--- src/design/sdram_opm_pkg.sv ---
// Package with register map, field layout and encodings of the SDRAM operation mode block.
package sdram_opm_pkg;

    localparam logic [31:0] OPMODE_ADDR   = 32'h1E00_0040;
    localparam logic [31:0] ECCMODE_ADDR  = 32'h1E00_0050;
    localparam logic [31:0] ERRSTAT_ADDR  = 32'h1E00_0060;
    localparam logic [31:0] ERRADDR_ADDR  = 32'h1E00_0070;
    localparam int          SLOT_LSB      = 4;
    localparam logic [1:0]  WORD0         = 2'h0;

    localparam int          OPSEL_LSB     = 0;
    localparam int          STATE_LSB     = 10;
    localparam int          ECC_MODE_SELECT_LSB      = 0;
    localparam int          SINGLE_ERROR_IRQ_ENABLE_BIT      = 3;
    localparam int          MULTI_ERROR_IRQ_ENABLE_BIT      = 4;
    localparam int          CHECK_LSB     = 8;
    localparam int          SBE_BIT       = 0;
    localparam int          MBE_BIT       = 1;
    localparam int          SYND_LSB      = 16;
    localparam int          ERRADDR_LSB   = 4;

    localparam logic [31:0] OPM_WR_MASK   = 32'h0000_0007;
    localparam logic [31:0] ECC_WR_MASK   = 32'h0000_FF1F;
    localparam logic [31:0] ZERO_WORD     = 32'h0000_0000;
    localparam logic [12:0] ZERO_ROW      = 13'h0000;
    localparam logic [7:0]  ZERO_BYTE     = 8'h00;

    typedef enum logic [2:0] {
        OP_NORMAL     = 3'h0,
        OP_NOP        = 3'h1,
        OP_PRECHARGE  = 3'h2,
        OP_MODE_WRITE = 3'h3,
        OP_REFRESH    = 3'h4
    } op_t;

    typedef enum logic [2:0] {
        ECC_OFF     = 3'h0,
        ECC_DETECT  = 3'h1,
        ECC_CORRECT = 3'h2,
        ECC_DIAG    = 3'h3
    } ecc_mode_t;

    typedef enum logic [2:0] {
        ST_IDLE       = 3'h0,
        ST_ACTIVATE   = 3'h1,
        ST_PRECHARGE  = 3'h2,
        ST_MODE_WRITE = 3'h3,
        ST_REFRESH    = 3'h4,
        ST_READ       = 3'h5,
        ST_WRITE      = 3'h6
    } seq_state_t;

    typedef enum logic [2:0] {
        CMD_NOP           = 3'h0,
        CMD_ACTIVATE      = 3'h1,
        CMD_READ          = 3'h2,
        CMD_WRITE         = 3'h3,
        CMD_PRECHARGE_ALL = 3'h4,
        CMD_MODE_SET      = 3'h5,
        CMD_REFRESH       = 3'h6
    } sdram_cmd_t;

    localparam logic [2:0]  OPSEL_RESET   = OP_NOP;
    localparam logic [2:0]  ECC_MODE_SELECT_RESET    = ECC_OFF;

endpackage

--- src/design/seq_if.sv ---
// Interface between the register block and the command sequencer.
`timescale 1ns/10ps
`default_nettype none
interface seq_if;
    import sdram_opm_pkg::*;
    logic [2:0]  op_sel;
    logic        req;
    logic        write;
    logic        ready;
    logic [1:0]  dimm;
    logic [1:0]  bank;
    logic [12:0] row;
    seq_state_t  state;
    logic        cmd_valid;
    sdram_cmd_t  cmd;
    logic [1:0]  cmd_dimm;
    logic [1:0]  cmd_bank;
    logic [12:0] cmd_addr;

    modport ctrl (output op_sel, req, write, dimm, bank, row,
                  input  ready, state, cmd_valid, cmd, cmd_dimm, cmd_bank, cmd_addr);
    modport seq  (input  op_sel, req, write, dimm, bank, row,
                  output ready, state, cmd_valid, cmd, cmd_dimm, cmd_bank, cmd_addr);
endinterface
`default_nettype wire

--- src/design/op_sequencer.sv ---
// Command sequencer that turns DIMM accesses into SDRAM commands by operation mode.
`timescale 1ns/10ps
`default_nettype none
module op_sequencer
    import sdram_opm_pkg::*;
(
    // Clock, reset and enable.
    input  wire logic core_clk_in,
    input  wire logic sys_rst_in,
    input  wire logic ce_in,
    // Link to the register block.
    seq_if.seq        bus
);

    seq_state_t  state;
    seq_state_t  next_state;
    logic        write_q;
    logic        accept;

    assign bus.ready = (state == ST_IDLE);
    assign bus.state = state;
    assign accept    = bus.req && bus.ready;

    always_comb begin
        next_state = state;
        case (state)
            ST_IDLE: begin
                if (accept) begin
                    case (bus.op_sel)
                        OP_NORMAL:     next_state = ST_ACTIVATE;
                        OP_PRECHARGE:  next_state = bus.write ? ST_PRECHARGE : ST_IDLE;
                        OP_MODE_WRITE: next_state = bus.write ? ST_MODE_WRITE : ST_IDLE;
                        OP_REFRESH:    next_state = bus.write ? ST_REFRESH : ST_IDLE;
                        default:       next_state = ST_IDLE;
                    endcase
                end
            end
            ST_ACTIVATE: next_state = write_q ? ST_WRITE : ST_READ;
            default:     next_state = ST_IDLE;
        endcase
    end

    always_ff @(posedge core_clk_in) begin
        if (sys_rst_in) begin
            state <= ST_IDLE;
        end else if (ce_in) begin
            state <= next_state;
        end
    end

    always_ff @(posedge core_clk_in) begin
        if (sys_rst_in) begin
            write_q <= 1'b0;
        end else if (ce_in && accept) begin
            write_q <= bus.write;
        end
    end

    always_ff @(posedge core_clk_in) begin
        if (sys_rst_in) begin
            bus.cmd_valid <= 1'b0;
            bus.cmd       <= CMD_NOP;
            bus.cmd_dimm  <= 2'h0;
            bus.cmd_bank  <= 2'h0;
            bus.cmd_addr  <= ZERO_ROW;
        end else if (ce_in) begin
            bus.cmd_valid <= 1'b0;
            if (state == ST_IDLE && accept) begin
                bus.cmd_dimm <= bus.dimm;
                bus.cmd_bank <= bus.bank;
                bus.cmd_addr <= ZERO_ROW;
                case (bus.op_sel)
                    OP_NORMAL: begin
                        bus.cmd_valid <= 1'b1;
                        bus.cmd       <= CMD_ACTIVATE;
                        bus.cmd_addr  <= bus.row;
                    end
                    OP_NOP: begin
                        bus.cmd_valid <= 1'b1;
                        bus.cmd       <= CMD_NOP;
                    end
                    OP_PRECHARGE: begin
                        bus.cmd_valid <= bus.write;
                        bus.cmd       <= CMD_PRECHARGE_ALL;
                    end
                    OP_MODE_WRITE: begin
                        bus.cmd_valid <= bus.write;
                        bus.cmd       <= CMD_MODE_SET;
                        bus.cmd_addr  <= bus.row;
                    end
                    OP_REFRESH: begin
                        bus.cmd_valid <= bus.write;
                        bus.cmd       <= CMD_REFRESH;
                    end
                    default: begin
                        bus.cmd_valid <= 1'b0;
                    end
                endcase
            end else if (state == ST_ACTIVATE) begin
                bus.cmd_valid <= 1'b1;
                bus.cmd       <= write_q ? CMD_WRITE : CMD_READ;
                bus.cmd_addr  <= ZERO_ROW;
            end
        end
    end

endmodule
`default_nettype wire

--- src/design/sdram_op_mode_ctrl.sv ---
// Operation mode and ECC mode control of an SDRAM controller, with APB register access.
//
// Functional notes
// - Operation select field decodes normal, NOP, precharge, mode write, refresh; resets NOP.
// - Read-only state field shows idle, activate, precharge, mode write, refresh, read, write.
// - Special command is launched by a dummy DIMM write after selecting the operation.
// - Mode register write loads row address of the dummy write, not data.
// - With NOP selected, any DIMM access produces only NOP commands.
// - With precharge selected, each DIMM write precharges all banks of that DIMM.
// - A bank is activated before any read or write to it.
// - With refresh selected, each DIMM write issues one auto-refresh, address ignored.
// - ECC mode field selects off, detect, correct or diagnostic; resets to zero.
// - Diagnostic mode writes the programmed check byte instead of generated bits.
// - Single and multiple error interrupts each gated by an enable bit.
// - Error status and address capture every error regardless of enables.
// - Each register sits in a 16-byte slot; only its first word holds data.
`timescale 1ns/10ps
`default_nettype none
module sdram_op_mode_ctrl
    import sdram_opm_pkg::*;
(
    // Clock, reset and enable.
    input  wire logic        core_clk_in,
    input  wire logic        sys_rst_in,
    input  wire logic        ce_in,
    // APB slave.
    input  wire logic        psel_in,
    input  wire logic        penable_in,
    input  wire logic        pwrite_in,
    input  wire logic [31:0] paddr_in,
    input  wire logic [31:0] pwdata_in,
    input  wire logic [3:0]  pstrb_in,
    output logic      [31:0] prdata_out,
    output logic             pready_out,
    output logic             pslverr_out,
    // Memory access from the system.
    input  wire logic        mem_req_in,
    input  wire logic        mem_write_in,
    input  wire logic [1:0]  mem_dimm_in,
    input  wire logic [1:0]  mem_bank_in,
    input  wire logic [12:0] mem_row_in,
    output logic             mem_ready_out,
    // SDRAM command.
    output logic             cmd_valid_out,
    output logic      [2:0]  cmd_out,
    output logic      [1:0]  cmd_dimm_out,
    output logic      [1:0]  cmd_bank_out,
    output logic      [12:0] cmd_addr_out,
    // ECC datapath.
    input  wire logic [7:0]  ecc_gen_check_in,
    input  wire logic        ecc_single_err_in,
    input  wire logic        ecc_multi_err_in,
    input  wire logic [7:0]  ecc_err_check_in,
    input  wire logic [7:0]  ecc_syndrome_in,
    input  wire logic [31:0] ecc_err_addr_in,
    output logic             ecc_gen_en_out,
    output logic             ecc_detect_en_out,
    output logic             ecc_correct_en_out,
    output logic      [7:0]  ecc_wr_check_out,
    output logic             ecc_irq_out
);

    seq_if bus ();

    logic [2:0]  op_sel;
    logic [2:0]  ecc_mode;
    logic        single_err_irq_enable;
    logic        multi_err_irq_enable;
    logic [7:0]  diag_check;
    logic        err_sbe;
    logic        err_mbe;
    logic [7:0]  err_check;
    logic [7:0]  err_synd;
    logic [27:0] err_addr;
    logic [31:0] opm_word;
    logic [31:0] ecc_word;
    logic [31:0] stat_word;
    logic [31:0] next_prdata;
    logic        setup;
    logic        wr_access;
    logic        rd_access;
    logic        stat_clear;
    logic        accept;
    logic [31:0] opm_merged;
    logic [31:0] ecc_merged;

    function automatic logic slot_hit(input logic [31:0] addr, input logic [31:0] base);
        slot_hit = (addr[31:SLOT_LSB] == base[31:SLOT_LSB]);
    endfunction

    function automatic logic word_hit(input logic [31:0] addr, input logic [31:0] base);
        word_hit = slot_hit(addr, base) && (addr[3:2] == WORD0);
    endfunction

    function automatic logic [31:0] apply_strb(input logic [31:0] old, input logic [31:0] wdata,
                                               input logic [3:0] strb, input logic [31:0] mask);
        logic [31:0] merged;
        merged = old;
        for (int i = 0; i < 4; i++) begin
            if (strb[i]) begin
                merged[i*8 +: 8] = wdata[i*8 +: 8];
            end
        end
        apply_strb = merged & mask;
    endfunction

    assign setup      = psel_in && !penable_in;
    assign wr_access  = ce_in && psel_in && penable_in && pwrite_in;
    assign rd_access  = ce_in && psel_in && penable_in && !pwrite_in;
    assign stat_clear = rd_access && word_hit(paddr_in, ERRSTAT_ADDR);
    assign pready_out = 1'b1;
    assign opm_merged = apply_strb(opm_word, pwdata_in, pstrb_in, OPM_WR_MASK);
    assign ecc_merged = apply_strb(ecc_word, pwdata_in, pstrb_in, ECC_WR_MASK);

    assign bus.op_sel  = op_sel;
    assign bus.req     = mem_req_in;
    assign bus.write   = mem_write_in;
    assign bus.dimm    = mem_dimm_in;
    assign bus.bank    = mem_bank_in;
    assign bus.row     = mem_row_in;
    assign mem_ready_out = bus.ready;
    assign accept        = mem_req_in && bus.ready;
    assign cmd_valid_out = bus.cmd_valid;
    assign cmd_out       = bus.cmd;
    assign cmd_dimm_out  = bus.cmd_dimm;
    assign cmd_bank_out  = bus.cmd_bank;
    assign cmd_addr_out  = bus.cmd_addr;

    op_sequencer u_seq (
        .core_clk_in (core_clk_in),
        .sys_rst_in  (sys_rst_in),
        .ce_in       (ce_in),
        .bus         (bus.seq)
    );

    always_comb begin
        opm_word = ZERO_WORD;
        opm_word[OPSEL_LSB +: 3] = op_sel;
        opm_word[STATE_LSB +: 3] = bus.state;
        ecc_word = ZERO_WORD;
        ecc_word[ECC_MODE_SELECT_LSB +: 3]  = ecc_mode;
        ecc_word[SINGLE_ERROR_IRQ_ENABLE_BIT]       = single_err_irq_enable;
        ecc_word[MULTI_ERROR_IRQ_ENABLE_BIT]       = multi_err_irq_enable;
        ecc_word[CHECK_LSB +: 8] = diag_check;
        stat_word = ZERO_WORD;
        stat_word[SBE_BIT]        = err_sbe;
        stat_word[MBE_BIT]        = err_mbe;
        stat_word[CHECK_LSB +: 8] = err_check;
        stat_word[SYND_LSB +: 8]  = err_synd;
    end

    always_comb begin
        next_prdata = ZERO_WORD;
        if (word_hit(paddr_in, OPMODE_ADDR)) begin
            next_prdata = opm_word;
        end else if (word_hit(paddr_in, ECCMODE_ADDR)) begin
            next_prdata = ecc_word;
        end else if (word_hit(paddr_in, ERRSTAT_ADDR)) begin
            next_prdata = stat_word;
        end else if (word_hit(paddr_in, ERRADDR_ADDR)) begin
            next_prdata = {err_addr, 4'h0};
        end
    end

    always_ff @(posedge core_clk_in) begin
        if (sys_rst_in) begin
            prdata_out  <= ZERO_WORD;
            pslverr_out <= 1'b0;
        end else if (ce_in && setup) begin
            prdata_out  <= next_prdata;
            pslverr_out <= !(slot_hit(paddr_in, OPMODE_ADDR) || slot_hit(paddr_in, ECCMODE_ADDR) ||
                             slot_hit(paddr_in, ERRSTAT_ADDR) || slot_hit(paddr_in, ERRADDR_ADDR));
        end
    end

    always_ff @(posedge core_clk_in) begin
        if (sys_rst_in) begin
            op_sel <= OPSEL_RESET;
        end else if (wr_access && word_hit(paddr_in, OPMODE_ADDR)) begin
            op_sel <= opm_merged[OPSEL_LSB +: 3];
        end
    end

    always_ff @(posedge core_clk_in) begin
        if (sys_rst_in) begin
            ecc_mode              <= ECC_MODE_SELECT_RESET;
            single_err_irq_enable <= 1'b0;
            multi_err_irq_enable  <= 1'b0;
            diag_check            <= ZERO_BYTE;
        end else if (wr_access && word_hit(paddr_in, ECCMODE_ADDR)) begin
            ecc_mode              <= ecc_merged[ECC_MODE_SELECT_LSB +: 3];
            single_err_irq_enable <= ecc_merged[SINGLE_ERROR_IRQ_ENABLE_BIT];
            multi_err_irq_enable  <= ecc_merged[MULTI_ERROR_IRQ_ENABLE_BIT];
            diag_check            <= ecc_merged[CHECK_LSB +: 8];
        end
    end

    always_ff @(posedge core_clk_in) begin
        if (sys_rst_in) begin
            ecc_gen_en_out     <= 1'b0;
            ecc_detect_en_out  <= 1'b0;
            ecc_correct_en_out <= 1'b0;
            ecc_wr_check_out   <= ZERO_BYTE;
        end else if (ce_in) begin
            ecc_gen_en_out     <= (ecc_mode == ECC_DETECT) || (ecc_mode == ECC_CORRECT);
            ecc_detect_en_out  <= (ecc_mode == ECC_DETECT) || (ecc_mode == ECC_CORRECT) ||
                                  (ecc_mode == ECC_DIAG);
            ecc_correct_en_out <= (ecc_mode == ECC_CORRECT);
            ecc_wr_check_out   <= (ecc_mode == ECC_DIAG) ? diag_check : ecc_gen_check_in;
        end
    end

    always_ff @(posedge core_clk_in) begin
        if (sys_rst_in) begin
            err_sbe <= 1'b0;
            err_mbe <= 1'b0;
        end else if (ce_in) begin
            err_sbe <= ecc_single_err_in || (err_sbe && !stat_clear);
            err_mbe <= ecc_multi_err_in || (err_mbe && !stat_clear);
        end
    end

    always_ff @(posedge core_clk_in) begin
        if (sys_rst_in) begin
            err_check <= ZERO_BYTE;
            err_synd  <= ZERO_BYTE;
            err_addr  <= 28'h0000000;
        end else if (ce_in && (ecc_single_err_in || ecc_multi_err_in)) begin
            err_check <= ecc_err_check_in;
            err_synd  <= ecc_syndrome_in;
            err_addr  <= ecc_err_addr_in[31:ERRADDR_LSB];
        end
    end

    assign ecc_irq_out = (err_sbe && single_err_irq_enable) || (err_mbe && multi_err_irq_enable);
endmodule
`default_nettype wire

--- config.mk ---
export PLATFORM = sky130hd
export DESIGN_NAME = sdram_op_mode_ctrl
export DESIGN_NICKNAME = d
export VERILOG_FILES = /design/src/design/sdram_opm_pkg.sv /design/src/design/seq_if.sv /design/src/design/op_sequencer.sv /design/src/design/sdram_op_mode_ctrl.sv
export SDC_FILE = /design/constraint.sdc
export NUM_CORES = 1
export LEC_CHECK = 0
export BUFFER_PORTS_ARGS = -buffer_cell sky130_fd_sc_hd__buf_2
export CORE_ASPECT_RATIO = 0.9
export CORE_MARGIN = 5
export CORE_UTILIZATION = 53
export CTS_CLUSTER_DIAMETER = 80
export CTS_CLUSTER_SIZE = 8
export DETAILED_ROUTE_END_ITERATION = 7
export PLACE_DENSITY = 0.86
export SETUP_SLACK_MARGIN = 0.15
export SYNTH_ARGS = -nofsm -noshare
export SYNTH_HDL_FRONTEND = slang
export SYNTH_SLANG_ARGS = --single-unit
--- constraint.sdc ---
create_clock -name core_clk_in -period 2.6 [get_ports core_clk_in]
set_input_delay 0.26 -clock core_clk_in [delete_from_list [all_inputs] [get_ports core_clk_in]]
set_output_delay 0.26 -clock core_clk_in [all_outputs]
set_load 0.05 [all_outputs]
Yosys cells after proc, flatten, opt, wreduce, memory -nomap -nowiden. Index checks and enable logic that the tools add are counted.

Output and inout bits: 68. Flip-flop bits (word level): 131.

Reductions and logical operators: 48. Equal/unequal tests: 14. Muxes and demuxes: 22.

Operator list (count): 2-to-1 mux 32 bit (4); equality test 28 x 25 -> 1 bit (second input constant) (4); 2-to-1 mux 13 bit (3); logical AND 1 bit (21); case mux 3 bit (5 select lines) (1); equality test 3 x 2 -> 1 bit (second input constant) (4); 2-to-1 mux 3 bit (4); case mux 3 bit (4 select lines) (1); AND reduction 2 bit (6); equality test 3 x 1 -> 1 bit (second input constant) (3); logical OR 1 bit (9); 2-to-1 mux 8 bit (1); logical NOT 3 bit (2); 2-to-1 mux 2 bit (3); inequality test 6 bit (second input constant) (1); case mux 3 bit (2 select lines) (1); logical NOT 1 bit (4); OR reduction 2 bit (2); equality test 3 bit (second input constant) (1); 2-to-1 mux 1 bit (3); AND reduction 3 bit (1); OR reduction 3 bit (1); logical NOT 2 bit (1); inequality test 2 bit (second input constant) (1); 2 further kinds (2).

Longest topological paths before layout.
Depth after elaboration: 7. Mapped depth: 7. Depth with buffers taken out: 4.

Hierarchy. Synthesis repeated with hierarchy kept, for this count alone.

Cell total of the unflattened synthesis: 676. Area total of the unflattened synthesis: 5667.9 sq um.

By module, submodules not included: sdram_op_mode_ctrl (area an instance 4559.4 sq um, cells an instance 561, times used 1); op_sequencer (area an instance 1108.6 sq um, cells an instance 115, times used 1).

Worst setup path after synthesis. Ideal clock, no wire load.

Path kind: register to output. Start point: register u_seq.state[2], in the netlist u_seq.bus.state[2]. End point: output port mem_ready_out. Required time: 2.340 ns. Buffers on the path: 1. Arrival time: 1.354 ns. Cell stages (with the launch flop): 4. Setup slack: 0.986 ns. Cells stage by stage: dfxtp_1 -> or2_0 -> buf_2 -> nor2_1.

Word-level cells in the longest chain between the ends: 1.

Ends and longest elaborated chain: start, declared (line op_sequencer.sv:15) `seq_state_t state;`; start signal, assigned (line op_sequencer.sv:47) `state <= next_state;`; logical NOT 3 bit (line op_sequencer.sv:20) `assign bus.ready = (state == ST_IDLE);`; end, declared (line sdram_op_mode_ctrl.sv:42) `output logic mem_ready_out,`.

Every way passes these cells.

Worst setup path after layout.
Start point: register u_seq.state[0], in the netlist u_seq.bus.state[0]. End point: register u_seq.bus.cmd_addr[1].

Word-level cells in the longest chain between the ends: 5. Elaborated cells between the ends (all ways): 7.

Ends and longest elaborated chain: logical NOT 3 bit (line op_sequencer.sv:20, op_sequencer.sv:68); logical AND 1 bit (line op_sequencer.sv:22) `assign accept = bus.req && bus.ready;`; logical AND 1 bit (line op_sequencer.sv:68) `if (state == ST_IDLE && accept) begin`; nonzero test 2 bit (no source line); AND reduction 2 bit (no source line); end signal, assigned (line op_sequencer.sv:76) `bus.cmd_addr <= bus.row;`; end signal, assigned (line op_sequencer.sv:89) `bus.cmd_addr <= bus.row;`; end, declared (line seq_if.sv:23) `output ready, state, cmd_valid, cmd, cmd_dimm, cmd_bank, cmd_addr);`.

Parallel ways exist; a longest one is shown, timed or not. A chain may end at the register's enable or synchronous reset.

==> flow_summary.toml <==
[sta]
tightest_slew_ps = 647.3
clock.fmax_mhz = 538.4
fin_ws_ps = 742.5
period_needed_ps = 1857
fin_skew_ps = 6.857
setup_viol = 0
hold_viol_final = 0
setup_tns_ps = 0
fin_crit_sh = 0.7144
slew_headroom = 0.5684
rsz0062_at_grt = "false"
finalMaxSlewViolations = 0

[cells_and_area]
final_core_util = 0.6920
area_growth_pct = 26.54
antenna_cells = 0
drive_gt1_frac = 0.2989
nets = 991
fillCellCount = 852
fin_area_um2 = 7182

[die]
start_util = 0.5468
die_area_um2 = 12880
die_y_um = 108.2
ioPinCount = 219
std_cell_rows = 35
chipWidth_um = 119.1
core_um2 = 10380

[worst_setup_path]
ff2ff_path_depth = 4
worstPathArrival_ps = 2200
path_max_fanout = 14
path_buf_inv = 0
slowest_stage = "o41ai_4"
path_depth = 4
critPathLaunchType = "register"
critPathKind = "reg -> reg"
max_stage_delay_ps = 550
worstReg2RegEnd = "u_seq.bus.cmd_addr[1]"
required_ps = 2940
timing.rr.start = "u_seq.bus.state[0]"
endpoint_kind = "register"
rrSetupSlack_ps = 740
worst_path_dominant_cell_family = "compound AO/OA/AOI/OAI gates"
crit_chain = "o41ai_4 > or2_1 > a22oi_1 > nor2_1"
cp-startpoint = "u_seq.bus.state[0]"
cp-endpoint = "u_seq.bus.cmd_addr[1]"

[logic_synthesis]
synth_warnings = 0
yosys.area.top_type_share = 0.4621
synth_seq_area_share = 0.4621
synth-seq-cells = 131
synthCells = 682
synth_fp_nets = 833
synthArstFlopShare = 0
netlist_top_cells_area = "dfxtp_1 (46%), nand2_1 (9.3%), a21oi_1 (7.2%), o31ai_1 (3.2%), nand4_1 (3.0%)"
netlist_top_cells_count = "nand2_1 (140), dfxtp_1 (131), a21oi_1 (82)"
synth_cell_type_count = 58
synth_enable_flop_cells = 0
syn-cell-area_um2 = 5675
syn_avg_cell_area_um2 = 8.322
yosysTopAreaCell = "dfxtp_1"
synth-main-ff-cell = "dfxtp_1"
synth.most_common_cell = "nand2_1"

[placement]
gp_congestion = 0.8323
port_buffers = 190
post-place-ws_ps = 501.8
place_hpwl_um = 11420
dpl-instance-area_um2 = 6576

[power]
powerDensity_nw_per_um2 = 688.0
p_leak_uw = 0.003081
vdd_drop_max_mv = 0.4284
total_power_uw = 4941

[global_routing]
grt_util_all_layers = 0.2478
overflow = 0
grt_max_degree = 64
antenna_found_initial = 0
first_global_vias = 5173
grt_pass1_wl_um = 25700

[clock_tree]
post_cts.repair.setup_buffers = 0
worstSkewPairLatency_ps = 420
htree_num_levels = 4
cts-resized-gates = 0
cts-hold-fix-buffers = 0
cts_buffers = 17
cts_tree = "built"
clk_pin_slew_worst_paths_ps = 60
cts_sinks = 131
clk_path_buf_depth = 2
cts_root_buf = "clkbuf_16"

[drt]
wirelength_um = 16700
detail_route.wl_per_cell_um = 17.01
dr.pass1.iters = 5
vias = 5739
drc = 0
ant_nets = 0
viasPerCell = 5.844
drtIter0Drc = 660

[worst_hold_path]
hold_class = "in -> reg"

[job]
drv_cap = 0

[run_status]
status = "finished clean"
[worst min-delay path by stage]
| stage | start | endpoint | depth (start not counted) |
|---|---|---|---|
| 2_1_floorplan | ecc_err_addr_in[14] | err_addr[10] | 2 |
| 3_3_place_gp | prdata_out[24] | prdata_out[24] | 2 |
| 3_5_place_dp | prdata_out[8] | prdata_out[8] | 2 |
| 4_1_cts | ecc_err_addr_in[26] | err_addr[22] | 3 |
| 5_1_grt | ecc_err_addr_in[23] | err_addr[19] | 3 |
| 6_report | ecc_err_addr_in[5] | err_addr[1] | 3 |
[cell families (layout without fill, tap and decap cells)]
logic type	Yosys count	in the layout	synth area share
AND/OR/NAND/NOR	279	279	0.2383
multiplexers	21	21	0.03858
flip-flops	131	131	0.4621
AO/OA/AOI/OAI	181	181	0.1984
buffers and inverters	67	238	0.05886
XOR/XNOR	2	2	0.003087
other	1	1	0.0006607
[cells in the final DEF (no fill, tap or decap), types with 3 or more instances in the layout]
master and n:
a21oi_1 82, mux2i_1 14, nand3_1 11, clkbuf_16 17, nor2_1 44, and3_1 5
buf_2 189, nor4_1 5, and4_1 3, dfxtp_1 131, nand2_1 140, mux2_2 7
nor3b_1 7, o21ai_0 23, a22oi_1 13, buf_4 14, inv_1 3, a31oi_1 5
nor3_1 13, inv_6 3, a21o_1 8, clkbuf_8 4, nand4_1 27, a211oi_1 10
clkinvlp_4 4, o31ai_1 24
[tightest hold or removal path, cell delays in order]
cell     delay [ps]
buf_2            90
nand2_1          40
a21oi_1          50
[cell type report]
type                    count  area [µm²]  area share
clock buffers              22       484.2     0.06742
clock inverters            10       121.4     0.01690
inverters                   3       11.26    0.001568
multi-input cells         484        2730      0.3801
flip-flops and latches    131        2623      0.3652
well taps                 129       161.4     0.02247
repair buffers            203        1051      0.1463
[report_power, final]
part           switching (µW)  internal, µW  leakage [µW]  total [µW]
sequential               28.1          2060       0.00107        2090
clock                     908          1520      0.000286        2430
combinational             265           155       0.00173         420
total                    1200          3740       0.00308        4940
[per-stage QoR]
stage	instances	hold slack (ps)
after floorplan	682	396.0
after global placement	950	430.1
after detailed placement	950	439.3
after CTS	982	71.05
after global routing	982	74.95
final	982	76.66
[registers in the layout, indices dropped and copies added (netlist names), 8 cells and up]
| signal | cells |
|---|---|
| prdata_out | 32 |
| err_addr | 28 |
| u_seq.bus.cmd_addr | 13 |
| err_check | 8 |
| diag_check | 8 |
| err_synd | 8 |
| ecc_wr_check_out | 8 |
[layer usage]
metal,up-vias,global-route usage,wire length [µm]
li1,2735,-,-
met1,2689,0.3091,6884
met2,283,0.4070,7972
met3,32,0.07741,1474
met4,0,0.08768,367
met5,-,0,0
Note: power is estimated with default switching activity, not from simulation.
